**src/sgcfg_consts.svh**
```systemverilog
`ifndef SGCFG_CONSTS_SVH
`define SGCFG_CONSTS_SVH

// ============================================================
// Geometry.
`define SGCFG_PREFETCH     8
`define SGCFG_DQ_W         32
`define SGCFG_BYTE_W       8
`define SGCFG_BYTES        4
`define SGCFG_ADDR_LANES   9
`define SGCFG_CMD_PINS     4
`define SGCFG_BANK_W       4
`define SGCFG_ROW_W        14
`define SGCFG_COL_W        7

// ============================================================
// Command balls, indexed by ball.
`define SGCFG_BALL_G12     0
`define SGCFG_BALL_L12     1
`define SGCFG_BALL_G3      2
`define SGCFG_BALL_L3      3

// ============================================================
// Address lanes, named first half then second half.
`define SGCFG_LN_BA3_A3    0
`define SGCFG_LN_BA2_A4    1
`define SGCFG_LN_BA1_A5    2
`define SGCFG_LN_BA0_A2    3
`define SGCFG_LN_A12_A13   4
`define SGCFG_LN_A11_A6    5
`define SGCFG_LN_A10_A0    6
`define SGCFG_LN_A9_A1     7
`define SGCFG_LN_A8_A7     8

// ============================================================
// Field positions and configuration.
`define SGCFG_ROW_A8       8
`define SGCFG_COL_A6       6
`define SGCFG_WDET_PIN     1
`define SGCFG_X16_OFF      4'h3

`endif

```
**src/sgcfg_pkg.sv**
```systemverilog
`include "sgcfg_consts.svh"

package sgcfg_pkg;

    typedef struct packed {
        logic cs_n;
        logic ras_n;
        logic cas_n;
        logic we_n;
    } sgcfg_cmd_s;

    typedef struct packed {
        sgcfg_cmd_s                 cmd;
        logic [`SGCFG_BANK_W-1:0]   bank;
        logic [`SGCFG_ROW_W-1:0]    row;
        logic [`SGCFG_COL_W-1:0]    col;
        logic                       auto_pre;
    } sgcfg_req_s;

    typedef struct packed {
        logic x16;
        logic mirror;
        logic set;
    } sgcfg_cfg_s;

    typedef struct packed {
        logic                          ck_t;
        logic                          ck_c;
        logic                          fwd_data_clk_true;
        logic                          fwd_data_clk_comp;
        logic                          rst_n;
        logic                          mf;
        logic [`SGCFG_CMD_PINS-1:0]    cmd;
        logic [`SGCFG_ADDR_LANES-1:0]  addr;
        logic [`SGCFG_DQ_W-1:0]        dq;
        logic [`SGCFG_BYTES-1:0]       dbi;
        logic [`SGCFG_BYTES-1:0]       edc;
    } sgcfg_pins_s;

endpackage

```
**src/sgcfg_front_end.sv**
```systemverilog
// Functional notes
// - Mirror high swaps bytes, inversion flags, address pairs.
// - Logic uses logical names; only pin mapping changes.
// - Width detected at fixed error-code ball.
// - Narrow mode: disabled bytes read as zero, termination off.
// - Width latched at reset rise, then frozen.
// - Commands taken on true command clock rise.
// - Address taken on both command clock rises.
// - Write data beat on each forwarded clock rise.
// - First address half latched with command.
// - Second half latched on complement rise.
// - Eight beats form one prefetch access.
// - Row, bank, column, auto-precharge decode.
// - Chip reset low resets, disables termination.
`include "sgcfg_consts.svh"

module sgcfg_front_end #(
    parameter int  PREFETCH = `SGCFG_PREFETCH,
    localparam int DW       = `SGCFG_DQ_W,
    localparam int NB       = `SGCFG_BYTES
) (
    // System clock and reset.
    input  wire logic                       clk_sys_in,
    input  wire logic                       rst_in,
    // Link clocks and straps.
    input  wire logic                       cmd_clk_true_in,
    input  wire logic                       cmd_clk_comp_in,
    input  wire logic                       fwd_data_clk_true_in,
    input  wire logic                       fwd_data_clk_comp_in,
    input  wire logic                       chip_reset_n_in,
    input  wire logic                       mirror_select_in,
    // Physical balls.
    input  wire logic [`SGCFG_CMD_PINS-1:0]   pin_cmd_in,
    input  wire logic [`SGCFG_ADDR_LANES-1:0] pin_addr_in,
    input  wire logic [DW-1:0]                pin_dq_in,
    input  wire logic [NB-1:0]                pin_byte_invert_flag_n_in,
    input  wire logic [NB-1:0]                pin_error_code_in,
    // Write burst framing.
    input  wire logic                       burst_start_in,
    // Configuration.
    output logic                            x16_mode_out,
    output logic                            mirror_mode_out,
    output logic                            config_set_out,
    output logic [NB-1:0]                   byte_active_out,
    output logic [NB-1:0]                   odt_en_out,
    // Decoded command.
    output logic                            cmd_valid_out,
    output sgcfg_pkg::sgcfg_req_s           cmd_out,
    // Write data.
    output logic                            wdata_valid_out,
    output logic [PREFETCH*DW-1:0]          wdata_out,
    output logic [PREFETCH*NB-1:0]          winvert_n_out
);

    localparam int BW = $clog2(PREFETCH);

    // Elaboration stops here when the beat counter could not wrap cleanly at the burst end.
    if (PREFETCH < 2 || (PREFETCH & (PREFETCH - 1)) != 0) begin
        $error("PREFETCH must be a power of two of at least 2.");
    end

    // ============================================================
    // State.
    typedef struct packed {
        sgcfg_pkg::sgcfg_pins_s     s1;
        sgcfg_pkg::sgcfg_pins_s     s2;
        logic                       ck_t_d;
        logic                       ck_c_d;
        logic                       fwd_data_clk_true_d;
        logic                       fwd_data_clk_comp_d;
        logic                       rst_n_d;
        sgcfg_pkg::sgcfg_cfg_s      cfg;
        sgcfg_pkg::sgcfg_cmd_s      cmd_hold;
        logic [`SGCFG_ADDR_LANES-1:0] half1;
        logic                       pend;
        logic                       cmd_valid;
        sgcfg_pkg::sgcfg_req_s      req;
        logic [BW-1:0]              beat;
        logic [PREFETCH*DW-1:0]     shift;
        logic [PREFETCH*NB-1:0]     shinv;
        logic                       wvalid;
        logic [PREFETCH*DW-1:0]     wdata;
        logic [PREFETCH*NB-1:0]     winv;
        logic [NB-1:0]              odt;
        logic [NB-1:0]              act;
    } sgcfg_state_s;

    sgcfg_state_s r_reg;
    sgcfg_state_s r_next;

    // ============================================================
    // Pin mapping helpers.
    function automatic logic [`SGCFG_ADDR_LANES-1:0] addr_logical(
        input logic [`SGCFG_ADDR_LANES-1:0] p,
        input logic                         m
    );
        logic [`SGCFG_ADDR_LANES-1:0] l;
        l = p;
        if (m) begin
            l[`SGCFG_LN_BA3_A3] = p[`SGCFG_LN_BA1_A5];
            l[`SGCFG_LN_BA1_A5] = p[`SGCFG_LN_BA3_A3];
            l[`SGCFG_LN_BA2_A4] = p[`SGCFG_LN_BA0_A2];
            l[`SGCFG_LN_BA0_A2] = p[`SGCFG_LN_BA2_A4];
            l[`SGCFG_LN_A11_A6] = p[`SGCFG_LN_A9_A1];
            l[`SGCFG_LN_A9_A1]  = p[`SGCFG_LN_A11_A6];
            l[`SGCFG_LN_A10_A0] = p[`SGCFG_LN_A8_A7];
            l[`SGCFG_LN_A8_A7]  = p[`SGCFG_LN_A10_A0];
        end
        return l;
    endfunction

    function automatic sgcfg_pkg::sgcfg_cmd_s cmd_logical(
        input logic [`SGCFG_CMD_PINS-1:0] p,
        input logic                       m
    );
        sgcfg_pkg::sgcfg_cmd_s c;
        c.cs_n  = m ? p[`SGCFG_BALL_L12] : p[`SGCFG_BALL_G12];
        c.we_n  = m ? p[`SGCFG_BALL_G12] : p[`SGCFG_BALL_L12];
        c.ras_n = m ? p[`SGCFG_BALL_L3]  : p[`SGCFG_BALL_G3];
        c.cas_n = m ? p[`SGCFG_BALL_G3]  : p[`SGCFG_BALL_L3];
        return c;
    endfunction

    function automatic logic [NB-1:0] flags_logical(input logic [NB-1:0] p, input logic m);
        logic [NB-1:0] r;
        r = {<<{p}};
        return m ? r : p;
    endfunction

    function automatic logic [DW-1:0] dq_logical(
        input logic [DW-1:0] p,
        input logic          m,
        input logic [NB-1:0] act
    );
        logic [DW-1:0] l;
        logic [DW-1:0] sw;
        sw = {<<`SGCFG_BYTE_W{p}};
        l  = m ? sw : p;
        for (int i = 0; i < NB; i++) begin
            l[i*`SGCFG_BYTE_W +: `SGCFG_BYTE_W] &= {`SGCFG_BYTE_W{act[i]}};
        end
        return l;
    endfunction

    // Both halves are already in logical lane order here.
    function automatic sgcfg_pkg::sgcfg_req_s decode(
        input logic [`SGCFG_ADDR_LANES-1:0] h1,
        input logic [`SGCFG_ADDR_LANES-1:0] h2,
        input sgcfg_pkg::sgcfg_cmd_s        c,
        input logic                         x16
    );
        sgcfg_pkg::sgcfg_req_s q;
        q.cmd  = c;
        q.bank = {h1[`SGCFG_LN_BA3_A3], h1[`SGCFG_LN_BA2_A4],
                  h1[`SGCFG_LN_BA1_A5], h1[`SGCFG_LN_BA0_A2]};
        q.row  = {h2[`SGCFG_LN_A12_A13], h1[`SGCFG_LN_A12_A13], h1[`SGCFG_LN_A11_A6],
                  h1[`SGCFG_LN_A10_A0], h1[`SGCFG_LN_A9_A1], h1[`SGCFG_LN_A8_A7],
                  h2[`SGCFG_LN_A8_A7], h2[`SGCFG_LN_A11_A6], h2[`SGCFG_LN_BA1_A5],
                  h2[`SGCFG_LN_BA2_A4], h2[`SGCFG_LN_BA3_A3], h2[`SGCFG_LN_BA0_A2],
                  h2[`SGCFG_LN_A9_A1], h2[`SGCFG_LN_A10_A0]};
        q.col  = q.row[`SGCFG_COL_W-1:0];
        if (!x16) begin
            q.col[`SGCFG_COL_A6] = 1'b0;
        end
        q.auto_pre = h1[`SGCFG_LN_A8_A7];
        return q;
    endfunction

    // ============================================================
    // Edge detection on synchronised pins.
    logic          ck_t_rise;
    logic          ck_c_rise;
    logic          wck_rise;
    logic          rst_rise;
    logic [BW-1:0] beat_now;

    // The synchronisers reset low, so a phase that idles high shows one false rise after reset.
    // Nothing is pending at that point, and burst_start_in realigns the beat count before data.
    assign ck_t_rise = r_reg.s2.ck_t & ~r_reg.ck_t_d;
    assign ck_c_rise = r_reg.s2.ck_c & ~r_reg.ck_c_d;
    assign wck_rise  = (r_reg.s2.fwd_data_clk_true & ~r_reg.fwd_data_clk_true_d) | (r_reg.s2.fwd_data_clk_comp & ~r_reg.fwd_data_clk_comp_d);
    assign rst_rise  = r_reg.s2.rst_n & ~r_reg.rst_n_d;
    assign beat_now  = burst_start_in ? '0 : r_reg.beat;

    // ============================================================
    // Next state.
    always_comb begin
        r_next = r_reg;
        r_next.s1 = {cmd_clk_true_in, cmd_clk_comp_in, fwd_data_clk_true_in, fwd_data_clk_comp_in,
                     chip_reset_n_in, mirror_select_in, pin_cmd_in, pin_addr_in, pin_dq_in,
                     pin_byte_invert_flag_n_in, pin_error_code_in};
        r_next.s2 = r_reg.s1;
        r_next.ck_t_d  = r_reg.s2.ck_t;
        r_next.ck_c_d  = r_reg.s2.ck_c;
        r_next.fwd_data_clk_true_d = r_reg.s2.fwd_data_clk_true;
        r_next.fwd_data_clk_comp_d = r_reg.s2.fwd_data_clk_comp;
        r_next.rst_n_d = r_reg.s2.rst_n;
        r_next.cmd_valid = 1'b0;
        r_next.wvalid    = 1'b0;

        // The strap and the detect ball are caught only on the reset rise.
        if (rst_rise) begin
            r_next.cfg.x16    = ~r_reg.s2.edc[`SGCFG_WDET_PIN];
            r_next.cfg.mirror = r_reg.s2.mf;
            r_next.cfg.set    = 1'b1;
        end
        r_next.act = ~flags_logical(r_next.cfg.x16 ? `SGCFG_X16_OFF : '0, r_next.cfg.mirror);

        if (!r_reg.s2.rst_n) begin
            r_next.odt  = '0;
            r_next.pend = 1'b0;
            r_next.beat = '0;
        end else begin
            r_next.odt = r_next.cfg.set ? ~(r_next.cfg.x16 ? `SGCFG_X16_OFF : '0) : '0;
            if (ck_c_rise && r_reg.pend) begin
                r_next.req = decode(r_reg.half1, addr_logical(r_reg.s2.addr, r_reg.cfg.mirror),
                                    r_reg.cmd_hold, r_reg.cfg.x16);
                r_next.cmd_valid = 1'b1;
                r_next.pend      = 1'b0;
            end
            if (ck_t_rise) begin
                r_next.cmd_hold = cmd_logical(r_reg.s2.cmd, r_reg.cfg.mirror);
                r_next.half1    = addr_logical(r_reg.s2.addr, r_reg.cfg.mirror);
                r_next.pend     = 1'b1;
            end
            r_next.beat = beat_now;
            // Each rise of either forwarded clock phase carries one beat.
            if (wck_rise) begin
                r_next.shift[beat_now*DW +: DW] = dq_logical(r_reg.s2.dq, r_reg.cfg.mirror, r_reg.act);
                r_next.shinv[beat_now*NB +: NB] =
                    flags_logical(r_reg.s2.dbi, r_reg.cfg.mirror) | ~r_reg.act;
                r_next.beat = BW'(beat_now + 1'b1);
                if (beat_now == BW'(PREFETCH - 1)) begin
                    r_next.wvalid = 1'b1;
                    r_next.wdata  = r_next.shift;
                    r_next.winv   = r_next.shinv;
                end
            end
        end
    end

    always_ff @(posedge clk_sys_in or posedge rst_in) begin
        if (rst_in) begin
            r_reg <= '0;
        end else begin
            r_reg <= r_next;
        end
    end

    // ============================================================
    // Outputs.
    assign x16_mode_out    = r_reg.cfg.x16;
    assign mirror_mode_out = r_reg.cfg.mirror;
    assign config_set_out  = r_reg.cfg.set;
    assign byte_active_out = r_reg.act;
    assign odt_en_out      = r_reg.odt;
    assign cmd_valid_out   = r_reg.cmd_valid;
    assign cmd_out         = r_reg.req;
    assign wdata_valid_out = r_reg.wvalid;
    assign wdata_out       = r_reg.wdata;
    assign winvert_n_out   = r_reg.winv;
endmodule

```
**config.mk**
```make
export PLATFORM = sky130hd
export DESIGN_NAME = sgcfg_front_end
export DESIGN_NICKNAME = d
export VERILOG_FILES = /design/src/sgcfg_pkg.sv /design/src/sgcfg_front_end.sv
export VERILOG_INCLUDE_DIRS = /design/src /design/src/src
export SDC_FILE = /design/constraint.sdc
export NUM_CORES = 2
export LEC_CHECK = 0
export ABC_AREA = 1
export BUFFER_PORTS_ARGS = -buffer_cell sky130_fd_sc_hd__buf_4
export CORE_ASPECT_RATIO = 2
export CORE_MARGIN = 3
export CORE_UTILIZATION = 53
export CTS_CLUSTER_SIZE = 16
export DETAILED_ROUTE_END_ITERATION = 16
export GPL_TIMING_DRIVEN = 1
export PLACE_DENSITY = 0.77
export SETUP_SLACK_MARGIN = 0.05
export SLEW_MARGIN = 20
export SYNTH_ARGS = -nofsm -noshare
export SYNTH_HDL_FRONTEND = slang
export SYNTH_SLANG_ARGS = --single-unit
```
**constraint.sdc**
```tcl
create_clock -name clk_sys_in -period 22 [get_ports clk_sys_in]
set_input_delay 0 -clock clk_sys_in [delete_from_list [all_inputs] [get_ports clk_sys_in]]
set_output_delay 0 -clock clk_sys_in [all_outputs]
set_load 0.01 [all_outputs]
```
==> flow_metrics.env <==
export IMPL_firstDrtPassIters=6
export IMPL_cellLeakagePower_uw=0.02175
export IMPL_fin_crit_sh_pct=18.96
export IMPL_clk_pin_slew_ps=70
export IMPL_synth_top_family_by_area="simple AND/OR/NAND/NOR gates"
export IMPL_yosys_most_used_dff="dfrtp_1"
export IMPL_rsz0062_at_grt="false"
export IMPL_row_count=133
export IMPL_r2r_start="r_reg[585]"
export IMPL_portBuffers=389
export IMPL_place_area_sq_um=35980
export IMPL_synth_edf_count=0
export IMPL_grt_pass1_wl_um=160400
export IMPL_tightest_slew_ps=1159
export IMPL_dieArea_sq_um=69990
export IMPL_cts_buffers_inserted=67
export IMPL_start_util_pct=53.62
export IMPL_crit_arrival_ps=4680
export IMPL_worstHoldStart="pin_dq_in[17]"
export IMPL_synth_fp_nets=4477
export IMPL_drt_wl_total_um=104700
export IMPL_fmax_mhz=239.8
export IMPL_criticalPathCategory="register to register"
export IMPL_yosys_top_cells_area="dfrtp_1 (53%), nand2_1 (20%), nand3_1 (7.8%), buf_4 (7.3%), inv_1 (3.7%)"
export IMPL_drv_slew=0
export IMPL_htreeDepth=3
export IMPL_synth_xor_area_share_pct=0
export IMPL_syn_cell_area_sq_um=35330
export IMPL_place_hpwl_um=68040
export IMPL_fin_crit_ps=4170
export IMPL_final_area_sq_um=39180
export IMPL_cts_tree="built"
export IMPL_synth_cells=4409
export IMPL_ir_worst_vdd_mv=0.05812
export IMPL_yosysSeqAreaShare_pct=52.55
export IMPL_largest_register_ffs=361
export IMPL_ant_nets=0
export IMPL_report_final_setup_viol=0
export IMPL_grt_pass1_vias=27663
export IMPL_hp_class="input port to register"
export IMPL_clk_path_buf_depth=3
export IMPL_synth_top_cells_by_count="nand2_1 (1837), dfrtp_1 (742), nand3_1 (551)"
export IMPL_min_to="r_next[666]"
export IMPL_finalHoldViolCount=0
export IMPL_crit_path_max_fanout=44
export IMPL_post_synth_num_cell_types=32
export IMPL_maxSlewHeadroom_pct=22.44
export IMPL_startpoint_type="register"
export IMPL_io_pins=393
export IMPL_postSynthAreaPerCell_sq_um=8.014
export IMPL_track_usage_pct=29.77
export IMPL_cts_sinks=742
export IMPL_async_flop_share_pct=100.0
export IMPL_cap_violations=0
export IMPL_wl_per_cell_um=19.57
export IMPL_area_growth_syn_to_layout_pct=10.90
export IMPL_drt_iter0_markers=2358
export IMPL_avgViaCountPerCell=5.338
export IMPL_synth_compound_area_share_pct=2.992
export IMPL_r2r_cells=9
export IMPL_synthSimpleGateAreaFrac_pct=30.11
export IMPL_rrSetupSlack_ps=17830
export IMPL_yosys_mux_area_fraction_pct=0
export IMPL_r2r_end="wdata_out[130]"
export IMPL_power_density_nw_per_um2=86.94
export IMPL_nets=4486
export IMPL_clock_skew_ps=17.44
export IMPL_placed_cells=5141
export IMPL_final_cell_count_no_fill=5347
export IMPL_cts_root_buffer="clkbuf_16"
export IMPL_yosysMostFrequentCell="nand2_1"
export IMPL_synth_top_area_share_pct=52.55
export IMPL_antenna_found_initial=3
export IMPL_required_ps=22510
export IMPL_insertion_delay_ps=640
export IMPL_holdPathStages=2
export IMPL_layout_drive_gt1_share_pct=12.69
export IMPL_crit_path_end_kind="register"
export IMPL_status="completed"
export IMPL_die_y_um=371.1
export IMPL_place_gp_congestion=0.9008
export IMPL_fp_dieW_um=188.6
export IMPL_synth_largest_area_cell="dfrtp_1"
export IMPL_drc=0
export IMPL_overflow=0
export IMPL_yosysWarnings=0
export IMPL_ys_ff_latch=742
export IMPL_fp_coreArea_sq_um=65900
export IMPL_dr_total_vias=28541
export IMPL_synth_adder_area_share_pct=0.2125
export IMPL_grt_max_degree=170
export IMPL_fin_setup_tns_ps=0
-- kinds of logic (layout without fill, tap and decap cells) --
logic type | Yosys count | count (layout)
adder cells (fa/ha/maj) | 6 | 6
buffers and inverters | 925 | 984
flip-flops | 742 | 742
other | 0 | 2
AND/OR/NAND/NOR | 2549 | 2549
AO/OA/AOI/OAI | 187 | 187
-- metal layers --
layer	up-vias	wire length, um	part of all wire, %	track usage (%)
li1	13402	-	-	-
met1	13786	38790	37	35.24
met2	1095	51510	49	50.29
met3	258	6282	6.0	4.018
met4	0	8069	7.7	20.47
met5	-	0	0	0
-- layout make-up --
| class | count | area (sq um) |
|---|---|---|
| timing repair buffer | 504 | 4044 |
| fill | 5796 | 26720 |
| sequential | 742 | 18570 |
| inverter | 361 | 1381 |
| clock inverter | 27 | 425.4 |
| multi-input combinational | 2742 | 11770 |
| clock buffer | 92 | 1891 |
| tap | 877 | 1097 |
| antenna | 2 | 5.005 |
-- cell usage in the layout (no fill, tap or decap), types with 5 or more instances in the layout --
cell           synthesis  routed
nand2_1             1837    1837
inv_1                345     344
nand3_4                8       8
dfrtp_1              742     741
inv_2                 15      12
dlygate4sd3_1          0      83
o21ai_1               82      82
o21ai_0               59      59
nor2_1                69      69
clkinv_8               0       5
ha_1                   6       6
bufinv_16              0       8
o21bai_1              36      36
clkbuf_8               0      12
clkinv_2               0      11
nand4_1               72      72
clkbuf_1              67      13
nand3_1              551     551
buf_4                343     418
clkbuf_16              0      67
-- what timing repair did --
action	in CTS	in global routing
setup buffers	0	0
hold buffers	82	1
endpoints found under the hold margin	193	41
resized for setup	0	0
-- worst max-delay path, cell delays in order (launching register included) --
cell and delay (ps):
dfrtp_1 390, nand2_4 460, ha_1 350, buf_4 280, inv_2 780, nand3_4 660
nor2_8 660, nand2_1 160, nand3_1 170, nand2_1 70
-- where the power goes --
part	total [uW]	switching (uW)	internal, uW
clock	1250	545	704
sequential	1610	86.7	1520
combinational	547	362	185
total	3410	994	2410
-- worst max-delay path by stage --
stage	startpoint	end	slack [ps]	depth (start not counted)
3_5_place_dp	r_reg[585]	r_reg[359]	17920	9
6_report	r_reg[585]	wdata_out[130]	17830	9
5_1_grt	r_reg[585]	wdata_out[130]	17620	9
3_3_place_gp	r_reg[585]	r_reg[359]	17940	9
4_1_cts	r_reg[585]	wdata_out[2]	17920	9
2_1_floorplan	rst_in	byte_active_out[1]	1180	1
-- through the flow --
step	power, uW	util, %	hold WS [ps]	worst slack (ps)
after floorplan	2014	-	31.43	1179
after global placement	2129	54.59	109.6	17940
after detailed placement	2160	54.59	110.6	17920
after CTS	3424	59.35	0.6084	17920
after global routing	3575	59.46	5.578	17620
final	3406	59.46	22.83	17830
Note: power is estimated with default switching activity, not from simulation.
